===== config.mk =====
export PLATFORM = sky130hd
export DESIGN_NAME = lesp_regs
export DESIGN_NICKNAME = d
export VERILOG_FILES = /design/src/include/lesp_pkg.sv /design/src/design/lesp_sync_slot.sv /design/src/design/lesp_regs.sv
export SDC_FILE = /design/constraint.sdc
export NUM_CORES = 1
export LEC_CHECK = 0
export ABC_AREA = 1
export BUFFER_PORTS_ARGS = -buffer_cell sky130_fd_sc_hd__buf_2
export CORE_ASPECT_RATIO = 1.75
export CORE_MARGIN = 2
export CORE_UTILIZATION = 50
export DETAILED_ROUTE_END_ITERATION = 16
export PLACE_DENSITY = 0.72
export SLEW_MARGIN = 20
export SYNTH_ARGS = -nofsm -noshare
export SYNTH_HDL_FRONTEND = slang
export SYNTH_SLANG_ARGS = --single-unit

===== constraint.sdc =====
create_clock -name pclk -period 3.4 [get_ports pclk]
set_clock_uncertainty 0.2 [all_clocks]
set_input_delay 0.34 -clock pclk [delete_from_list [all_inputs] [get_ports pclk]]
set_output_delay 0.34 -clock pclk [all_outputs]
set_load 0.02 [all_outputs]

===== src/include/lesp_pkg.sv =====
// Purpose: constants for the serial port sync and routing register bank
// Assumes: APB slave, 32-bit data, one aligned word per register
// Notes: offsets are byte addresses
package lesp_pkg;
  localparam int unsigned ADDR_W = 12;
  localparam logic [11:0] OFS_UPDATE_HOLD = 12'h040;
  localparam logic [11:0] OFS_SYNC_BUSY = 12'h044;
  localparam logic [11:0] OFS_PIN_ENABLE = 12'h054;
  localparam logic [11:0] OFS_PIN_LOCATION = 12'h058;
  localparam logic [11:0] OFS_RX_SOURCE = 12'h064;
  // staged core registers, offsets chosen for this bank
  localparam logic [11:0] OFS_STAGE_BASE = 12'h080;
  localparam int unsigned NUM_SYNC = 8;
  // busy bit positions
  localparam int unsigned BIT_CTRL = 0;
  localparam int unsigned BIT_CMD = 1;
  localparam int unsigned BIT_CLOCK_DIVIDER_BUSY = 2;
  localparam int unsigned BIT_START_FRAME_BUSY = 3;
  localparam int unsigned BIT_SIGNAL_FRAME_BUSY = 4;
  localparam int unsigned BIT_TRANSMIT_DATA_BUSY_EXT = 5;
  localparam int unsigned BIT_TRANSMIT_DATA_BUSY = 6;
  localparam int unsigned BIT_PULSE = 7;
  // field positions
  localparam int unsigned POS_HOLD = 0;
  localparam int unsigned POS_RX_PEN = 0;
  localparam int unsigned POS_TX_PEN = 1;
  localparam int unsigned POS_RX_LOC = 0;
  localparam int unsigned POS_TX_LOC = 8;
  localparam int unsigned LOC_W = 6;
  localparam int unsigned POS_EV_CH = 0;
  localparam int unsigned EV_CH_W = 4;
  localparam int unsigned POS_EV_EN = 5;
  localparam int unsigned NUM_EV_CH = 16;
  localparam logic [31:0] RST_VALUE = 32'h0000_0000;
  // synchroniser length in low-frequency clock ticks
  localparam logic [1:0] SYNC_TICKS = 2'h2;
  typedef enum logic [1:0] {LESP_IDLE, LESP_WAIT, LESP_ACK} lesp_sync_st_t;
endpackage


===== src/design/lesp_sync_slot.sv =====
// Purpose: carries one staged register value into the low-frequency domain
// Assumes: lf_tick is a one-cycle pulse per low-frequency clock edge
// Notes: busy stays high from write until the value lands
`timescale 1ns/1ps
module lesp_sync_slot
  import lesp_pkg::*;
(
  input wire logic pclk,
  input wire logic presetn,
  input wire logic cen,
  input wire logic wr,
  input wire logic [31:0] wdata,
  input wire logic hold,
  input wire logic lf_tick,
  output logic busy,
  output logic [31:0] lf_value
);
  lesp_sync_st_t st_q, st_d;
  logic [31:0] stage_q, stage_d, lf_q, lf_d;
  logic [1:0] cnt_q, cnt_d;

  always_comb begin
    st_d = st_q;
    stage_d = stage_q;
    lf_d = lf_q;
    cnt_d = cnt_q;
    if (wr) begin
      stage_d = wdata;
    end
    case (st_q)
      LESP_IDLE: begin
        if (wr) begin
          st_d = LESP_WAIT;
        end
      end
      LESP_WAIT: begin
        // held values stay pending until hold drops
        if (!hold) begin
          st_d = LESP_ACK;
          cnt_d = 2'h0;
        end
      end
      LESP_ACK: begin
        // a hold raised mid-flight sends the value back to wait, so nothing lands under hold
        if (hold) begin
          st_d = LESP_WAIT;
        end else if (lf_tick) begin
          cnt_d = cnt_q + 2'h1;
          if (cnt_q + 2'h1 == SYNC_TICKS) begin
            lf_d = stage_q;
            st_d = wr ? LESP_WAIT : LESP_IDLE;
          end
        end
      end
      default: st_d = LESP_IDLE;
    endcase
  end

  always_ff @(posedge pclk or negedge presetn) begin
    if (!presetn) begin
      st_q <= LESP_IDLE;
      stage_q <= RST_VALUE;
      lf_q <= RST_VALUE;
      cnt_q <= 2'h0;
    end else if (cen) begin
      st_q <= st_d;
      stage_q <= stage_d;
      lf_q <= lf_d;
      cnt_q <= cnt_d;
    end
  end

  assign busy = (st_q != LESP_IDLE);
  assign lf_value = lf_q;
endmodule


===== src/design/lesp_regs.sv =====
// Purpose: APB register bank for update hold, sync busy, pin routing, rx source
// Assumes: lf_tick marks low-frequency clock edges, synchronous to pclk
// Notes: zero-wait APB slave; unmapped addresses read zero, no error
// Overview of operation
// - with hold clear, each write is carried to the low-frequency side after SYNC_TICKS (two) lf_tick pulses
// - with hold set, new values wait and all apply together on release
// - eight read-only busy flags, high while a register value synchronises
// - six-bit transmit location at bits 13:8 picks output location
// - six-bit receive location at bits 5:0 picks input location
// - event enable bit 5 takes receive from event channel in bits 3:0
`timescale 1ns/1ps
module lesp_regs
  import lesp_pkg::*;
(
  input wire logic pclk,
  input wire logic presetn,
  input wire logic cen,
  input wire logic psel,
  input wire logic penable,
  input wire logic pwrite,
  input wire logic [lesp_pkg::ADDR_W-1:0] paddr,
  input wire logic [31:0] pwdata,
  output logic [31:0] prdata,
  output logic pready,
  output logic pslverr,
  input wire logic lf_tick,
  input wire logic core_tx,
  output logic serial_transmit_pin_o,
  output logic serial_transmit_pin_oe,
  output logic [5:0] tx_location,
  input wire logic [63:0] serial_receive_pin_i,
  input wire logic [15:0] event_routing_channel,
  output logic core_rx,
  output logic [255:0] lf_values
);
  import lesp_pkg::*;

  logic hold_q, hold_d;
  logic [1:0] pen_q, pen_d;
  logic [13:0] loc_q, loc_d;
  logic [5:0] src_q, src_d;
  logic [31:0] rdata_q, rdata_d;
  logic [NUM_SYNC-1:0] busy;
  logic [NUM_SYNC-1:0] slot_wr;
  logic wr_en;
  logic rd_en;
  logic rx_pin_sel;

  function automatic logic [31:0] word_at(input logic [11:0] ofs, input logic [11:0] a);
    word_at = {31'h0, (a == ofs)};
  endfunction

  assign wr_en = psel && penable && pwrite;
  assign rd_en = psel && !penable && !pwrite;

  always_comb begin
    hold_d = hold_q;
    pen_d = pen_q;
    loc_d = loc_q;
    src_d = src_q;
    rdata_d = rdata_q;
    if (wr_en) begin
      if (word_at(OFS_UPDATE_HOLD, paddr) != 32'h0) hold_d = pwdata[POS_HOLD];
      if (word_at(OFS_PIN_ENABLE, paddr) != 32'h0) pen_d = pwdata[1:0];
      if (word_at(OFS_PIN_LOCATION, paddr) != 32'h0) begin
        loc_d = {pwdata[POS_TX_LOC +: LOC_W], 2'h0, pwdata[POS_RX_LOC +: LOC_W]};
      end
      if (word_at(OFS_RX_SOURCE, paddr) != 32'h0) begin
        src_d = {pwdata[POS_EV_EN], 1'h0, pwdata[POS_EV_CH +: EV_CH_W]};
      end
    end
    if (rd_en) begin
      case (paddr)
        OFS_UPDATE_HOLD: rdata_d = {31'h0, hold_q};
        OFS_SYNC_BUSY: rdata_d = {24'h0, busy};
        OFS_PIN_ENABLE: rdata_d = {30'h0, pen_q};
        OFS_PIN_LOCATION: rdata_d = {18'h0, loc_q};
        OFS_RX_SOURCE: rdata_d = {26'h0, src_q};
        default: rdata_d = 32'h0;
      endcase
      if (paddr >= OFS_STAGE_BASE && paddr < OFS_STAGE_BASE + 12'h020) begin
        rdata_d = lf_values[{paddr[4:2], 5'h0} +: 32];
      end
    end
  end

  always_ff @(posedge pclk or negedge presetn) begin
    if (!presetn) begin
      hold_q <= 1'b0;
      pen_q <= 2'h0;
      loc_q <= 14'h0;
      src_q <= 6'h0;
      rdata_q <= RST_VALUE;
    end else if (cen) begin
      hold_q <= hold_d;
      pen_q <= pen_d;
      loc_q <= loc_d;
      src_q <= src_d;
      rdata_q <= rdata_d;
    end
  end

  // staged core registers, one word each, busy bit order
  genvar g;
  generate
    for (g = 0; g < NUM_SYNC; g++) begin : g_slot
      assign slot_wr[g] = wr_en && paddr == OFS_STAGE_BASE + 12'(4 * g);
      lesp_sync_slot u_slot (
        .pclk(pclk),
        .presetn(presetn),
        .cen(cen),
        .wr(slot_wr[g]),
        .wdata(pwdata),
        .hold(hold_q),
        .lf_tick(lf_tick),
        .busy(busy[g]),
        .lf_value(lf_values[32*g +: 32])
      );
    end
  endgenerate

  assign pready = 1'b1;
  assign pslverr = 1'b0;
  assign prdata = rdata_q;

  assign serial_transmit_pin_oe = pen_q[POS_TX_PEN];
  assign serial_transmit_pin_o = pen_q[POS_TX_PEN] & core_tx;
  assign tx_location = loc_q[13:8];
  // locations 0 to 63 each pick one of the 64 serial_receive_pin_i inputs
  assign rx_pin_sel = serial_receive_pin_i[loc_q[5:0]];
  always_comb begin
    if (src_q[POS_EV_EN]) begin
      core_rx = event_routing_channel[src_q[3:0]];
    end else if (pen_q[POS_RX_PEN]) begin
      core_rx = rx_pin_sel;
    end else begin
      core_rx = 1'b1;
    end
  end
endmodule


==> results of run 1 <==
worst paths after layout:
kind	start	to	depth (start not counted)	slack, ns
max	loc_q[0]	core_rx	12	0.19
min reg2reg	g_slot[0].u_slot.stage_q[9]	g_slot[0].u_slot.stage_q[9]	2	0.27
max reg2reg	g_slot[4].u_slot.st_q[1]	g_slot[4].u_slot.lf_value[16]	8	0.93
min	paddr[6]	hold_q	5	0.08
max in group asynchronous	presetn	g_slot[1].u_slot.lf_value[11]	3	1.87
min in group asynchronous	presetn	g_slot[5].u_slot.stage_q[22]	2	0.15
flip-flops by register name, indices dropped and copies added (netlist names):
signal / flops
g_slot.u_slot.cnt_q: 16
src_q: 5
pen_q: 2
g_slot.u_slot.st_q: 16
prdata: 32
loc_q: 12
g_slot.u_slot.stage_q: 256
g_slot.u_slot.lf_value: 256
hold_q: 1
repair_timing:
action	CTS	global route
endpoints found under the hold margin	101	0
gates resized for setup	0	0
hold buffers	35	0
where the power goes:
| group | internal (mW) | switching, mW | total (mW) | leakage (nW) |
|---|---|---|---|---|
| registers | 7.21 | 0.122 | 7.34 | 7.94 |
| clock network | 3.49 | 2.63 | 6.13 | 0.852 |
| logic | 0.376 | 0.859 | 1.23 | 7.33 |
metrics by stage:
stage | setup slack [ns] | util (%)
2_1_floorplan | 1.29 | -
3_3_place_gp | 0.609 | 56.4
3_5_place_dp | 0.625 | 56.4
4_1_cts | 0.189 | 60.5
5_1_grt | 0.0113 | 60.5
6_report | 0.187 | 60.5
synth_stat cells (2+ instances only):
library cell  count  area [um^2]
a21oi_1          85          425
a221oi_1          3         26.3
a22oi_1          20          150
a31o_2            2         17.5
a31oi_1          10         62.6
a32o_1           17          170
buf_1             3         11.3
buf_2            61          305
buf_4             8         60.1
buf_6             8         90.1
clkbuf_1         61          229
clkinv_1          5         18.8
conb_1            2         7.51
dfrtp_1         596        14900
ha_1              8          100
inv_1           225          845
inv_2            10         37.5
mux2_1           26          293
mux2_2          173         1950
nand2_1         502         1880
nand2_2          11         68.8
nand3_1          82          410
nand3_2           2         20.0
nand3_4           8          140
nand3b_1          2         15.0
nand4_1          17          106
nor2_1          130          488
nor2_2            9         56.3
nor2_4            6         67.6
nor3_1            2         10.0
o211ai_1          4         30.0
o21ai_0         206         1030
o21ai_1         148          741
o221ai_1         11         96.3
o22ai_1          74          463
o32ai_1           3         26.3
worst min-delay path, stage by stage:
cell and delay, ns:
buf_2 0.12, nand2_1 0.10, nor2_2 0.09, nand4_1 0.09
a21oi_1 0.08
cell families after synthesis:
logic type,Yosys count
mux,200
buf+inv,382
flops,596
simple gates,778
compound gates,591
fa+ha+maj,8
other cells,2
cell type report:
type | count | area share [%]
sequential | 596 | 48.9
multi-input combinational | 1579 | 29.6
timing repair buffer | 526 | 10.2
clock buffer | 73 | 4.89
inverter | 240 | 2.95
tap | 666 | 2.73
clock inverter | 15 | 0.763
antenna | 1 | 0.00820
layer usage:
layer | global-route usage (%) | up-vias
met5 | 0 | -
met4 | 23.7 | 2
met3 | 5.49 | 264
met2 | 58.7 | 971
met1 | 35.4 | 10246
li1 | - | 9437
==> out/metrics.yaml, run 1 <==
worst_setup_path:
  cp_slowest_stage_delay_ns: 0.63
  crit_slowest_cell: "inv_1"
  critical_path_class: "register to output port"
  cp-end-kind: "output port"
  arrival_ns: 2.67
  crit_buf_inv: 3
  critPathLaunchType: "register"
  path_max_fanout: 33
  path_cells: "inv_1 > nand2_1 > nand3_1 > nand3_1 > nand2_1 > nand2_1 > nand3_1 > nand3_1 > nand3_1 > nand2_1 > inv_1 > buf_2"
  timing.critical_path.required_ns: 2.86
  path_delay_family: "simple AND/OR/NAND/NOR gates"
  critPathMostFrequentCell: "nand3_1"
floorplan:
  dieArea_mm2: 0.0530
  dieWidth_um: 175
  rows: 109
  ios: 431
  start_util_pct: 50.6
  chipHeight_um: 303
  core-area_mm2: 0.0505
sta:
  max_freq_ghz: 0.311
  fin_crit_sh_pct: 94.5
  setup-violations-final: 0
  rsz0062_at_grt: "no"
  worst_pin_slew_ns: 0.869
  hold_violations: 0
  min_period_ns: 3.21
  drv_slew: 0
  setup_tns_ns: 0
  relSlewSlack_pct: 42.0
  holdWs_ns: 0.0804
place:
  port_buffers: 428
  dpl_cell_area_mm2: 0.0284
  place.detailed.hpwl_um: 62900
  dp.cells: 3572
  gp_congestion: 0.987
detailed_routing:
  met1Wirelength_um: 29900
  totalWireLength_um: 87600
  dr_wl_met3_um: 5730
  vias: 20920
  via_per_inst: 5.66
  route.met2.wl_um: 44600
  highest_layer: "met5"
  wire_per_inst_um: 23.7
  drc: 0
  drtIter0Drc: 1654
  first_pass_iters: 7
  ant_nets: 0
logic_synthesis:
  async_flop_share_pct: 100
  ys_ff_latch: 596
  synth_ff_type: "dfrtp_1"
  synth-simple-area-share_pct: 13.1
  synth_edf_count: 0
  synth.distinct_cells: 53
  synth_compound_area_share_pct: 13.0
  mappedNetlistArea_mm2: 0.0255
  syn_nets: 2697
  ys_seq_area_share_pct: 58.4
  syn_inst: 2557
  syn_avg_cell_area_um2: 9.99
  ys_warn_count: 0
  synth_xor_area_share_pct: 0
  muxShareOfSynthArea_pct: 8.81
  yosys.area_share.adder_pct: 0.392
  synth_top_family_by_area: "simple AND/OR/NAND/NOR gates"
grt:
  antenna_found_initial: 2
  grt_pass1_wl_um: 130000
  grt_usage_pct: 33.0
  grt_max_degree: 83
  grt_overflow: 0
  grt_pass1_vias: 21218
clocking:
  cts_setup_buffers: 0
  cts_buffers: 52
  worst_setup_hold_path_clk_slew_ns: 0.07
  htreeDepth: 2
  cts_tree: "done"
  clock_sinks: 596
  cts_root_buffer: "clkbuf_16"
  cts_buffer_depth: 3
  clk_latency_ns: 0.59
power_and_ir_drop:
  power_mw: 14.7
  power_density_mw_per_mm2: 482
  p_leak_nw: 16.1
  vdd_drop_max_mv: 0.417
layout:
  fill_cells: 4331
  instances_no_fill: 3696
  multi_input_area_mm2: 0.00904
  drive_gt1_share_pct: 26.4
  final_common_cell: "dfrtp_1"
  seqCellArea_mm2: 0.0149
  nets: 3135
  syn_to_final_growth_pct: 19.4
  mostFrequentLayoutCells: "dfrtp_1, nand2_1, buf_2"
  finalInstanceArea_mm2: 0.0305
worst_hold_path:
  min_path_type: "input port to register"
run_status:
  outcome: "completed"
flow_run:
  cap_violations: 0
(Power assumes the default switching activity.)
==> run 2: changes to the inputs <==
- BUFFER_PORTS_ARGS: -buffer_cell sky130_fd_sc_hd__buf_2 -> -buffer_cell sky130_fd_sc_hd__buf_4
- PLACE_DENSITY: 0.72 -> 0.74
==> run 2 against run 1 <==
Compared with the run above: global-route usage is 0.65 points lower; via count is 0.24% higher; hold slack better by 0.012 ns; die area stayed put; fmax is 2.4% higher; register-to-register slack worse by 0.09 ns; first-iteration DRC count is 2.1% higher; sequential share of layout area is 1.8 points lower; critical path depth stayed put; wire length is 1.6% lower; core utilization is 2.4 points higher; non-clock buffer count is 10 lower; critical path type unchanged; critical endpoint unchanged; highest routed layer is now met4.
==> out/metrics.yaml, run 2 (synthesis results as in run 1) <==
grt:
  grt_pass1_wl_um: 129000
  grt_usage_pct: 32.3
  use_met3_pct: 6.20
  grt_util_met1_pct: 35.2
  grt_max_degree: 97
  use_met2_pct: 56.2
  antenna_found_initial: 0
  top_usage_layer: "met2"
  grt_overflow: 0
  grt_pass1_vias: 21302
run_status:
  outcome: "completed"
sta:
  holdWs_ns: 0.0926
  worst_pin_slew_ns: 0.913
  drv_slew: 0
  setup_tns_ns: 0
  fin_crit_sh_pct: 92.3
  hold_violations: 0
  worst_slack_ns: 0.262
  min_period_ns: 3.14
  relSlewSlack_pct: 38.5
  setup-violations-final: 0
  max_freq_ghz: 0.319
  rsz0062_at_grt: "no"
clocking:
  cts_buffer_depth: 3
  cts_root_buffer: "clkbuf_16"
  cts_setup_buffers: 0
  clock_sinks: 596
  cts_tree: "done"
  worst_setup_hold_path_clk_slew_ns: 0.07
  clk_latency_ns: 0.58
  htreeDepth: 2
  cts_buffers: 54
worst_setup_path:
  cp_slowest_stage_delay_ns: 0.66
  critPathMostFrequentCell: "nand3_1"
  critical_path_class: "register to output port"
  critPathLaunchType: "register"
  crit_slowest_cell: "inv_1"
  timing.critical_path.required_ns: 2.86
  path_max_fanout: 33
  arrival_ns: 2.60
  cp-end-kind: "output port"
  path_cells: "inv_1 > nand2_1 > nand3_1 > nand3_1 > nand2_1 > nand2_1 > nand3_1 > nand3_1 > nand3_1 > nand2_1 > inv_1 > buf_4"
power_and_ir_drop:
  p_leak_nw: 16.3
  power_mw: 15.2
  power_density_mw_per_mm2: 480
  vdd_drop_max_mv: 0.437
detailed_routing:
  totalWireLength_um: 86100
  ant_nets: 0
  via_per_inst: 5.67
  vias: 20970
  wire_per_inst_um: 23.3
  first_pass_iters: 7
  drtIter0Drc: 1689
  drc: 0
place:
  pre_cts_ws_ns: 0.661
  port_buffers: 428
  gp_congestion: 1.01
  place.detailed.hpwl_um: 61700
layout:
  syn_to_final_growth_pct: 24.1
  num_antenna_cells: 0
  mostFrequentLayoutCells: "dfrtp_1, nand2_1, buf_4"
  nets: 3127
  final_common_cell: "dfrtp_1"
  drive_gt1_share_pct: 26.5
worst_hold_path:
  min_path_type: "input port to register"
floorplan:
  core-area_mm2: 0.0505
  rows: 109
  ios: 431
  dieWidth_um: 175
  start_util_pct: 50.6
  dieArea_mm2: 0.0530
  chipHeight_um: 303
flow_run:
  cap_violations: 0
run 2: cell types whose count changed in the layout (fill, tap and decap cells not counted):
cell,previous run,this run
buf_2,427,0
buf_4,53,470
bufinv_16,6,8
clkbuf_1,11,9
clkbuf_16,53,57
clkinv_2,7,11
clkinv_4,0,1
clkinvlp_4,0,3
diode_2,1,0
run 2: where the power goes:
group          internal [mW]  leakage [nW]  switching (mW)  total, mW
combinational          0.422          7.42           0.875       1.30
sequential              7.21          7.94           0.117       7.33
clock                   3.87         0.947            2.74       6.61
total                   11.5          16.3            3.73       15.2
run 2: through the flow:
step	util, %	instances	cell area (um^2)
after floorplan	-	2557	25500
after global placement	58.3	3562	29400
after detailed placement	58.3	3562	29400
after CTS	62.8	3697	31700
after global routing	62.8	3697	31700
final	62.8	3697	31700
run 2: worst paths after layout:
path	from	to	slack [ns]	cells past startpoint
hold / removal	paddr[4]	prdata[14]	0.09	3
setup reg to reg	hold_q	g_slot[6].u_slot.lf_value[31]	0.84	5
min in group asynchronous	presetn	g_slot[5].u_slot.stage_q[27]	0.22	2
hold reg to reg	g_slot[0].u_slot.stage_q[30]	g_slot[0].u_slot.stage_q[30]	0.27	2
max in group asynchronous	presetn	g_slot[0].u_slot.stage_q[30]	1.81	3
setup / recovery	loc_q[0]	core_rx	0.26	12
run 2: timing repair:
action | in CTS | in global routing
gates resized for setup | 0 | 0
hold endpoints to repair | 110 | 0
hold buffers | 35 | 0
run 2: critical path, delay by kind of cell, from the launching register on:
family | cells | cell delay (ns)
simple gates | 9 | 0.80
flops | 1 | 0.37
buf+inv | 3 | 0.84
run 2: layout make-up:
type	instances	area (um^2)
clock buffer	75	1580
tap	666	833
sequential	596	14900
timing repair buffer	516	4090
fill	4197	18800
multi-input combinational	1579	9040
inverter	240	901
clock inverter	25	344
run 2: routing by layer:
metal  up-vias  wire length, um  part of all wire (%)
li1       9424                -                     -
met1     10355            29200                    34
met2       929            43400                    50
met3       262             6220                   7.2
met4         0             7300                   8.5
met5         -                0                     0
==> run 3: changes to the inputs <==
- CORE_MARGIN: 2 -> 3
==> run 3 against run 2 <==
Compared with the run above: core utilization shrank 0.45 points; via count down 0.78%; register-to-register slack about the same; total power down 5.1%; non-clock buffer count up 2; die area increased by 1.8%; largest cell class unchanged; cell area is 0.72% lower; highest routed layer unchanged; sequential power is essentially flat; worst setup slack got worse by 0.0043 ns; largest power group unchanged; wire length up 0.50%.
==> out/metrics.yaml, run 3 (synthesis results as in run 1) <==
run_status:
  outcome: "completed"
clocking:
  cts_buffer_depth: 3
  clk_latency_ns: 0.58
  cts_buffers: 52
  clock_sinks: 596
  cts_resized: 0
  htreeDepth: 2
  worst_setup_hold_path_clk_slew_ns: 0.07
  cts_root_buffer: "clkbuf_16"
  cts_setup_buffers: 0
  cts_tree: "done"
  cts_hold_buf: 35
detailed_routing:
  vias: 20807
  dr_wl_met3_um: 5720
  drtIter0Drc: 1539
  wire_per_inst_um: 23.5
  totalWireLength_um: 86600
  highest_layer: "met4"
  route.met2.wl_um: 44200
  via_per_inst: 5.65
  first_pass_iters: 7
  drc: 0
  met1Wirelength_um: 29900
  ant_nets: 0
flow_run:
  cap_violations: 0
floorplan:
  ios: 431
  dieWidth_um: 177
  core-area_mm2: 0.0505
  start_util_pct: 50.6
  dieArea_mm2: 0.0540
  rows: 109
  chipHeight_um: 305
sta:
  relSlewSlack_pct: 40.5
  drv_slew: 0
  setup_tns_ns: 0
  rsz0062_at_grt: "no"
  hold_violations: 0
  min_period_ns: 3.14
  max_freq_ghz: 0.318
  worst_slack_ns: 0.258
  holdWs_ns: 0.0672
  fin_crit_sh_pct: 92.4
  setup-violations-final: 0
  worst_pin_slew_ns: 0.891
worst_setup_path:
  cp-endpoint: "core_rx"
  critPathMostFrequentCell: "nand3_1"
  worst_r2r_endpoint: "g_slot[4].u_slot.lf_value[5]"
  critical_path_class: "register to output port"
  r2r_start: "hold_q"
  r2r_slack_ns: 0.83
  crit_slowest_cell: "inv_1"
  startpoint: "loc_q[0]"
  critPathLaunchType: "register"
  path_cells: "inv_1 > nand2_1 > nand3_1 > nand3_1 > nand2_1 > nand2_1 > nand3_1 > nand3_1 > nand3_1 > nand2_1 > inv_1 > buf_4"
  arrival_ns: 2.60
  cp-end-kind: "output port"
  r2r_cells: 7
  timing.critical_path.required_ns: 2.86
  path_max_fanout: 33
  cp_slowest_stage_delay_ns: 0.65
power_and_ir_drop:
  power_density_mw_per_mm2: 459
  p_leak_nw: 16.2
  vdd_drop_max_mv: 0.483
layout:
  fill_cells: 4173
  final_common_cell: "dfrtp_1"
  num_antenna_cells: 0
  nets: 3127
  syn_to_final_growth_pct: 23.2
  mostFrequentLayoutCells: "dfrtp_1, nand2_1, buf_4"
  instances_no_fill: 3685
  drive_gt1_share_pct: 26.3
  finalInstanceArea_mm2: 0.0315
grt:
  grt_overflow: 0
  grt_pass1_vias: 21260
  grt_usage_pct: 31.8
  grt_pass1_wl_um: 130000
  antenna_found_initial: 0
  grt_max_degree: 85
place:
  port_buffers: 428
  dpl_cell_area_mm2: 0.0295
  pre_cts_ws_ns: 0.629
  place.detailed.hpwl_um: 62200
  gp_congestion: 0.946
  dp.cells: 3564
worst_hold_path:
  hold_depth: 4
  min_path_type: "input port to register"
run 3: area by class of cell:
cell class	instances	area (um^2)	area share, %
Multi-Input combinational cell	1579	9040	28.7
Tap cell	666	833	2.65
Sequential cell	596	14900	47.4
Clock buffer	69	1480	4.69
Inverter	240	901	2.86
Timing Repair Buffer	518	4160	13.2
Clock inverter	17	159	0.505
run 3: through the flow:
stage,power (mW),util (%)
floorplan,8.03,-
global placement,8.69,58.5
detailed placement,8.72,58.5
CTS,14.5,62.4
global route,14.9,62.4
finish,14.5,62.4
run 3: routing by layer:
metal / vias to the layer above / track usage (%)
li1: 9409 / -
met3: 246 / 5.82
met5: - / 0
met1: 10206 / 35.0
met4: 0 / 20.2
met2: 946 / 55.9
run 3: worst min path at each step:
stage | startpoint | endpoint | slack, ns
floorplan | presetn | g_slot[0].u_slot.cnt_q[0] | -0.16
global placement | presetn | g_slot[0].u_slot.lf_value[6] | 0.23
detailed placement | presetn | g_slot[2].u_slot.stage_q[10] | 0.23
CTS | paddr[4] | prdata[30] | 0.04
global route | paddr[4] | prdata[30] | 0.07
finish | paddr[4] | prdata[30] | 0.07
run 3: critical path, delay by kind of cell, from the launching register on:
kind                   cells  cell delay (ns)
AND/OR/NAND/NOR            9             0.82
buffers and inverters      3             0.83
flip-flops                 1             0.38
run 3: power by group:
part	internal, mW	total [mW]	switching [mW]
Combinational	0.429	1.31	0.877
Sequential	7.21	7.32	0.107
Clock	3.18	5.83	2.64
Total	10.8	14.5	3.63
